===== config.mk =====
export PLATFORM = sky130hd
export DESIGN_NAME = mcrb_main_clock
export DESIGN_NICKNAME = d
export VERILOG_FILES = /design/src/logic/mcrb_main_clock.v
export VERILOG_INCLUDE_DIRS = /design/src /design/src/logic
export SDC_FILE = /design/constraint.sdc
export NUM_CORES = 1
export LEC_CHECK = 0
export BUFFER_PORTS_ARGS = -buffer_cell sky130_fd_sc_hd__buf_2
export CORE_UTILIZATION = 51
export DETAILED_ROUTE_END_ITERATION = 7
export PLACE_DENSITY = 0.82
export RECOVER_POWER = 100
export SYNTH_ARGS = -nofsm -noshare
export SYNTH_HDL_FRONTEND = slang
export SYNTH_SLANG_ARGS = --single-unit

===== constraint.sdc =====
create_clock -name pclk -period 3.55 [get_ports pclk]
set_clock_uncertainty 0.2 [all_clocks]
set_input_delay 0.355 -clock pclk [delete_from_list [all_inputs] [get_ports pclk]]
set_output_delay 0.355 -clock pclk [all_outputs]
set_load 0.05 [all_outputs]

===== src/logic/mcrb_defs.vh =====
`ifndef MCRB_DEFS_VH
`define MCRB_DEFS_VH
// Register byte addresses (printed offsets 2Ch, 2Dh are register indexes; byte address is index times 4)
`define MCRB_IDX_CCS 8'h2C
`define MCRB_IDX_BEEP 8'h2D
`define MCRB_ADDR_CCS 12'h0B0
`define MCRB_ADDR_BEEP 12'h0B4
// Control/status field positions
`define MCRB_CCS_OUTSEL 7
`define MCRB_CCS_DIV_HI 6
`define MCRB_CCS_DIV_LO 5
`define MCRB_CCS_SLOW 4
`define MCRB_CCS_TB_HI 3
`define MCRB_CCS_TB_LO 2
`define MCRB_CCS_IE 1
`define MCRB_CCS_FLAG 0
// Reset values
`define MCRB_CCS_RST 8'h00
`define MCRB_BEEP_RST 8'h00
// Time-base periods in oscillator cycles
`define MCRB_TB0_CYC 18'd16000
`define MCRB_TB1_CYC 18'd32000
`define MCRB_TB2_CYC 18'd80000
`define MCRB_TB3_CYC 18'd200000
// Beep half periods at 8 MHz oscillator (2 kHz, 1 kHz, 500 Hz)
`define MCRB_BEEP0_HALF 14'd2000
`define MCRB_BEEP1_HALF 14'd4000
`define MCRB_BEEP2_HALF 14'd8000
`endif


===== src/logic/mcrb_main_clock.v =====
`include "mcrb_defs.vh"
`timescale 1ns/1ps
`default_nettype none
module mcrb_main_clock (
	// Clock and reset
	input wire pclk,
	input wire presetn,
	// APB slave
	input wire psel,
	input wire penable,
	input wire pwrite,
	input wire [11:0] paddr,
	input wire [31:0] pwdata,
	output wire [31:0] prdata,
	output wire pready,
	output wire pslverr,
	// Core power state
	input wire halt_exec,
	input wire ext_wake,
	input wire global_irq_mask,
	output wire active_halt,
	output wire full_halt,
	output wire irq,
	output wire wake,
	// Clock outputs
	output wire core_clock_en,
	output wire clock_out_pin,
	output wire clock_out_oe,
	output wire beep_pin,
	output wire beep_oe
);
	localparam PW_RUN = 2'b00;
	localparam PW_AHALT = 2'b01;
	localparam PW_HALT = 2'b10;

	reg [7:0] ccs_q;
	reg [1:0] beep_q;
	reg [1:0] pw_q;
	reg [17:0] tb_cnt_q;
	reg [1:0] tb_act_q;
	reg [3:0] pre_q;
	reg ce_q;
	reg cko_q;
	reg [13:0] bp_cnt_q;
	reg bp_q;
	reg [31:0] rd_q;
	reg [17:0] tb_lim;
	reg [13:0] bp_lim;
	reg ce_d;
	reg rdy_q;

	// Access phase: first edge latches read data, second edge completes
	wire acc = psel & penable;
	wire wr = acc & rdy_q & pwrite;
	wire rd = acc & rdy_q & ~pwrite;
	wire rd_first = acc & ~rdy_q & ~pwrite;
	wire hit_ccs = (paddr == `MCRB_ADDR_CCS);
	wire hit_beep = (paddr == `MCRB_ADDR_BEEP);
	wire frozen = (pw_q != PW_RUN);
	wire tb_run = (pw_q != PW_HALT);
	wire tb_end = tb_run && (tb_cnt_q == tb_lim - 18'd1);

	assign pready = acc & rdy_q;
	assign pslverr = psel & penable & ~(hit_ccs | hit_beep);
	assign prdata = rd_q;

	// Period select from the latched time base
	always @* begin
		case (tb_act_q)
		2'b00: tb_lim = `MCRB_TB0_CYC;
		2'b01: tb_lim = `MCRB_TB1_CYC;
		2'b10: tb_lim = `MCRB_TB2_CYC;
		default: tb_lim = `MCRB_TB3_CYC;
		endcase
	end

	// Beep half period from the beep field
	always @* begin
		case (beep_q)
		2'b01: bp_lim = `MCRB_BEEP0_HALF;
		2'b10: bp_lim = `MCRB_BEEP1_HALF;
		default: bp_lim = `MCRB_BEEP2_HALF;
		endcase
	end

	// Registers, flag and power state
	always @(posedge pclk or negedge presetn) begin
		if (!presetn) begin
			ccs_q <= `MCRB_CCS_RST;
			beep_q <= 2'b00;
			pw_q <= PW_RUN;
			rd_q <= 32'h0000_0000;
			rdy_q <= 1'b0;
		end else begin
			// One wait state so read data stands when pready is sampled
			rdy_q <= acc & ~rdy_q;
			if (rd_first && !frozen)
				rd_q <= hit_ccs ? {24'h00_0000, ccs_q} :
					hit_beep ? {30'h0000_0000, beep_q} : 32'h0000_0000;
			if (wr && hit_ccs && !frozen)
				ccs_q[7:1] <= pwdata[7:1];
			if (wr && hit_beep && !frozen)
				beep_q <= pwdata[1:0];
			// Flag set wins over read clear
			if (tb_end)
				ccs_q[`MCRB_CCS_FLAG] <= 1'b1;
			else if (rd && hit_ccs && !frozen)
				ccs_q[`MCRB_CCS_FLAG] <= 1'b0;
			case (pw_q)
			PW_RUN: begin
				if (halt_exec)
					pw_q <= ccs_q[`MCRB_CCS_IE] ? PW_AHALT : PW_HALT;
			end
			PW_AHALT: begin
				if (tb_end || irq || ext_wake)
					pw_q <= PW_RUN;
			end
			PW_HALT: begin
				if (ext_wake)
					pw_q <= PW_RUN;
			end
			default: pw_q <= PW_RUN;
			endcase
		end
	end

	// Time-base counter, period change taken only at period end
	always @(posedge pclk or negedge presetn) begin
		if (!presetn) begin
			tb_cnt_q <= 18'd0;
			tb_act_q <= 2'b00;
		end else if (tb_run) begin
			if (tb_end) begin
				tb_cnt_q <= 18'd0;
				tb_act_q <= ccs_q[`MCRB_CCS_TB_HI:`MCRB_CCS_TB_LO];
			end else begin
				tb_cnt_q <= tb_cnt_q + 18'd1;
			end
		end
	end

	// Core clock prescaler enable
	always @* begin
		case (ccs_q[`MCRB_CCS_DIV_HI:`MCRB_CCS_DIV_LO])
		2'b00: ce_d = (pre_q[0] == 1'b1);
		2'b01: ce_d = (pre_q[1:0] == 2'b11);
		2'b10: ce_d = (pre_q[2:0] == 3'b111);
		default: ce_d = (pre_q == 4'hF);
		endcase
		if (!ccs_q[`MCRB_CCS_SLOW])
			ce_d = 1'b1;
	end

	// Prescaler counter, clock-out and beep dividers
	always @(posedge pclk or negedge presetn) begin
		if (!presetn) begin
			pre_q <= 4'h0;
			ce_q <= 1'b1;
			cko_q <= 1'b0;
			bp_cnt_q <= 14'd0;
			bp_q <= 1'b0;
		end else begin
			pre_q <= pre_q + 4'h1;
			ce_q <= ce_d;
			cko_q <= ccs_q[`MCRB_CCS_OUTSEL] && pw_q != PW_AHALT ? ~cko_q : 1'b0;
			if (beep_q == 2'b00 || pw_q == PW_HALT) begin
				bp_cnt_q <= 14'd0;
				bp_q <= 1'b0;
			end else if (bp_cnt_q == bp_lim - 14'd1) begin
				bp_cnt_q <= 14'd0;
				bp_q <= ~bp_q;
			end else begin
				bp_cnt_q <= bp_cnt_q + 14'd1;
			end
		end
	end

	assign irq = ccs_q[`MCRB_CCS_FLAG] & ccs_q[`MCRB_CCS_IE] & ~global_irq_mask;
	assign wake = irq;
	assign active_halt = (pw_q == PW_AHALT);
	assign full_halt = (pw_q == PW_HALT);
	assign core_clock_en = ce_q;
	assign clock_out_pin = cko_q;
	assign clock_out_oe = ccs_q[`MCRB_CCS_OUTSEL];
	assign beep_pin = bp_q;
	assign beep_oe = (beep_q != 2'b00);
endmodule // mcrb_main_clock
`default_nettype wire


==> metrics.csv <==
stage;metric;value;unit
run_status;run_status;complete, but fails checks;
run_status;violations;max-capacitance violations, max-slew violations;
floorplan;die-area;6956;um2
sta;tightest_slew;1.709;ns
sta;max_freq;370.0;MHz
critical_path;critPathMaxStageDelay;0.56;ns
synthesis;synth_cell_type_count;50;
cts;insertion_delay;0.35;ns
place;globalplace.congestion;0.9079;
synthesis;async_flop_share;100.0;%
grt;grt_max_degree;34;
sta;slew_violations;34;
critical_path;crit_buf_inv;2;
sta;slew_headroom;-13.96;%
cts;cts_buffers;9;
floorplan;start_util;52.92;%
floorplan;die_w;83.41;um
critical_path;path_cells;or2b_2, inv_4, nor3_1, nand4b_2, a211oi_1, buf_4, nand2b_1;
drt;drt_wl_total;6364;um
power_and_ir_drop;clkPwrFrac;41.1;%
critical_path;start_kind;register;
synthesis;synth_area;3379;um2
drt;num_vias;2518;
synthesis;syn_avg_cell_area;9.998;um2
cts;cts_root_buffer;clkbuf_8;
hold_path;hp-class;in -> reg;
synthesis;synth_edf_count;0;
synthesis;synth-main-ff-cell;dfrtp_1;
critical_path;crit_type;reg -> reg;
critical_path;crit_path_end_kind;register;
grt;grtUsageTotal;19.76;%
critical_path;cp_max_fo;12;
floorplan;die_h;83.41;um
sta;period_share;76.13;%
cts;ctsResizeCount;0;
sta;rsz0062_at_grt;no;
cts;clkTransAtPathRegs;0.07;ns
power_and_ir_drop;p_leak;1.694;nW
power_and_ir_drop;swShare;27.63;%
power_and_ir_drop;power_density;443.0;nW/um2
drt;antenna_left;0;
drt;drc;0;
cts;cts_setup_buffers;0;
synthesis;synth_top_area_cell;dfrtp_1;
final_layout;drive_above_1_share;15.09;%
flow_run;drv.max_cap_violation_count;1;
synthesis;syn-instance-count;338;
floorplan;io_pins;95;
floorplan;core;6386;um2
sta;tns;0;ns
final_layout;antenna_cells;0;
grt;grt_pass1_wl;10900;um
cts;cts_num_sinks;62;
drt;viasPerCell;5.380;
final_layout;final_core_util;58.50;%
place;io_buffers;46;
drt;drtIter0Drc;195;
drt;avgRoutedWirePerCell;13.60;um
critical_path;slowest_stage;a211oi_1;
critical_path;critPathRequiredTime;3.64;ns
critical_path;critPathArrivalTime;2.79;ns
drt;dr.pass1.iters;5;
floorplan;rows;29;
sta;final-hold-violation-count;0;
power_and_ir_drop;p_seq_share;47.3;%
power_and_ir_drop;intPower;1.198;mW
sta;final-setup-viol-count;0;
power_and_ir_drop;pwr-share-comb;11.6;%
cts;cts_tree;done;
sta;hold_ws;0.03164;ns
grt;gr-total-overflow;0;
place;dp_hpwl;4577;um
synthesis;ys_seq_elements;62;
grt;grt_pass1_vias;2425;
synthesis;synth.area.top_cells;dfrtp_1 45%, buf_4 5.8%, xnor2_1 4.9%;
cts;max-clock-path-buffers;2;
power_and_ir_drop;vdd_drop_max;0.2600;mV
synthesis;synth_top_area_share;45.17;%
power_and_ir_drop;p_switching;0.4574;mW
synthesis;ys_seq_area_share;45.95;%
synthesis;synth_warnings;0;
critical_path;cp_top_family;simple AND/OR/NAND/NOR gates;
final_layout;nets;445;
grt;antenna_found_initial;0;
final_layout;syn_to_final_growth;10.55;%
cts;htreeDepth;3;
sta;finalCriticalPeriod;2.703;ns
## layer usage
metal	wire, um	vias to the layer above	global-route usage, %
li1	-	1209	-
met1	2893	1202	25.82
met2	2976	96	31.45
met3	373	11	4.771
met4	120	0	8.464
met5	0	-	0
## worst reg2reg max path, delay by kind of cell (launching register included)
kind	cells	cell delay (ns)
buffers and inverters	2	0.39
and+or+nand+nor	4	1.06
AOI/OAI and AO/OA	1	0.56
DFF	1	0.44
## cell type report
class / count / area [um2]
Fill cell: 530 / 2650
Multi-Input combinational cell: 253 / 1599
Sequential cell: 62 / 1553
Timing Repair Buffer: 49 / 230.2
Clock buffer: 10 / 127.6
Tap cell: 77 / 96.34
Clock inverter: 6 / 86.33
Inverter: 11 / 43.79
## through the flow
step / std cells / total power, mW / setup slack [ns] / area (um2)
after CTS: 468 / 1.670 / 1.168 / 3796
after global routing: 468 / 1.715 / 0.5954 / 3736
after global placement: 451 / 0.9845 / 1.288 / 3572
after floorplan: 361 / 0.9588 / 1.418 / 3466
final: 468 / 1.655 / 0.8474 / 3736
after detailed placement: 451 / 0.9918 / 1.169 / 3572
## synth_stat cells, types with 3 or more instances
cell type	n
dfrtp_1	61
nor2_1	44
nand2_1	32
buf_4	26
xnor2_1	19
nand3_1	12
xor2_1	12
inv_1	10
and3_1	9
mux2_2	9
nand2b_1	8
ha_1	7
o21ai_0	7
a22o_1	6
buf_2	5
nor3_1	5
nor4bb_1	5
a21oi_1	4
clkbuf_1	4
nand4b_1	4
or3_1	4
mux2i_1	3
nand4_1	3
nor2b_1	3
nor3b_1	3
nor4b_1	3
## worst paths after layout
path                               start            end  slack, ns  cells after the start
setup / recovery                 pw_q[1]       ccs_q[0]       0.85                      7
hold / removal                 pwdata[5]       ccs_q[5]       0.03                      2
setup reg to reg                 pw_q[1]       ccs_q[0]       0.85                      7
hold reg to reg            clock_out_pin  clock_out_pin       0.24                      1
max in group asynchronous        presetn    tb_cnt_q[1]       1.13                      3
min in group asynchronous        presetn    bp_cnt_q[0]       0.80                      2
## cells by family after synthesis
kind of cell | count (synthesis) | share of synthesized area, %
AO/OA/AOI/OAI | 29 | 6.331
AND/OR/NAND/NOR | 148 | 24.18
multiplexers | 14 | 4.554
flip-flops | 62 | 45.95
other | 1 | 0.1110
XOR/XNOR | 31 | 8.034
buffers and inverters | 46 | 8.256
adder cells (fa/ha/maj) | 7 | 2.592
## placed cells by master, fill, tap and decap left out, drive strengths merged, types with 4 or more instances in the layout
cell type / synthesis / routed
dfrtp: 61 / 61
nor2: 44 / 44
nand2: 32 / 32
clkbuf: 4 / 30
buf: 31 / 28
conb: 1 / 24
xnor2: 19 / 19
nand3: 12 / 12
xor2: 12 / 12
inv: 11 / 11
mux2: 11 / 11
and3: 9 / 9
nand2b: 8 / 8
nor3: 7 / 7
o21ai: 7 / 7
ha: 7 / 7
a22o: 6 / 6
nor4bb: 5 / 5
nand4b: 5 / 5
or3: 5 / 5
a21oi: 4 / 4
## registers in the layout, indices dropped and copies added, names as in the netlist
register / cells
bp_cnt_q: 14
rdy_q: 1
prdata: 8
tb_act_q: 2
tb_cnt_q: 18
beep_pin: 1
clock_out_pin: 1
ccs_q: 8
core_clock_en: 1
beep_q: 2
pw_q: 2
pre_q: 4
## timing repair
action                                 CTS  global route
setup endpoints to repair                0             0
endpoints found under the hold margin   31             0
hold buffers                             1             0
## power groups by stage
| stage | clock network (mW) | logic [mW] | registers (mW) |
|---|---|---|---|
| after global placement | 0 | 0.190 | 0.794 |
| final | 0.680 | 0.192 | 0.783 |
| after global routing | 0.715 | 0.212 | 0.788 |
| after floorplan | 0 | 0.171 | 0.788 |
| after CTS | 0.689 | 0.198 | 0.783 |
| after detailed placement | 0 | 0.196 | 0.796 |
Note: power is estimated with default switching activity, not from simulation.
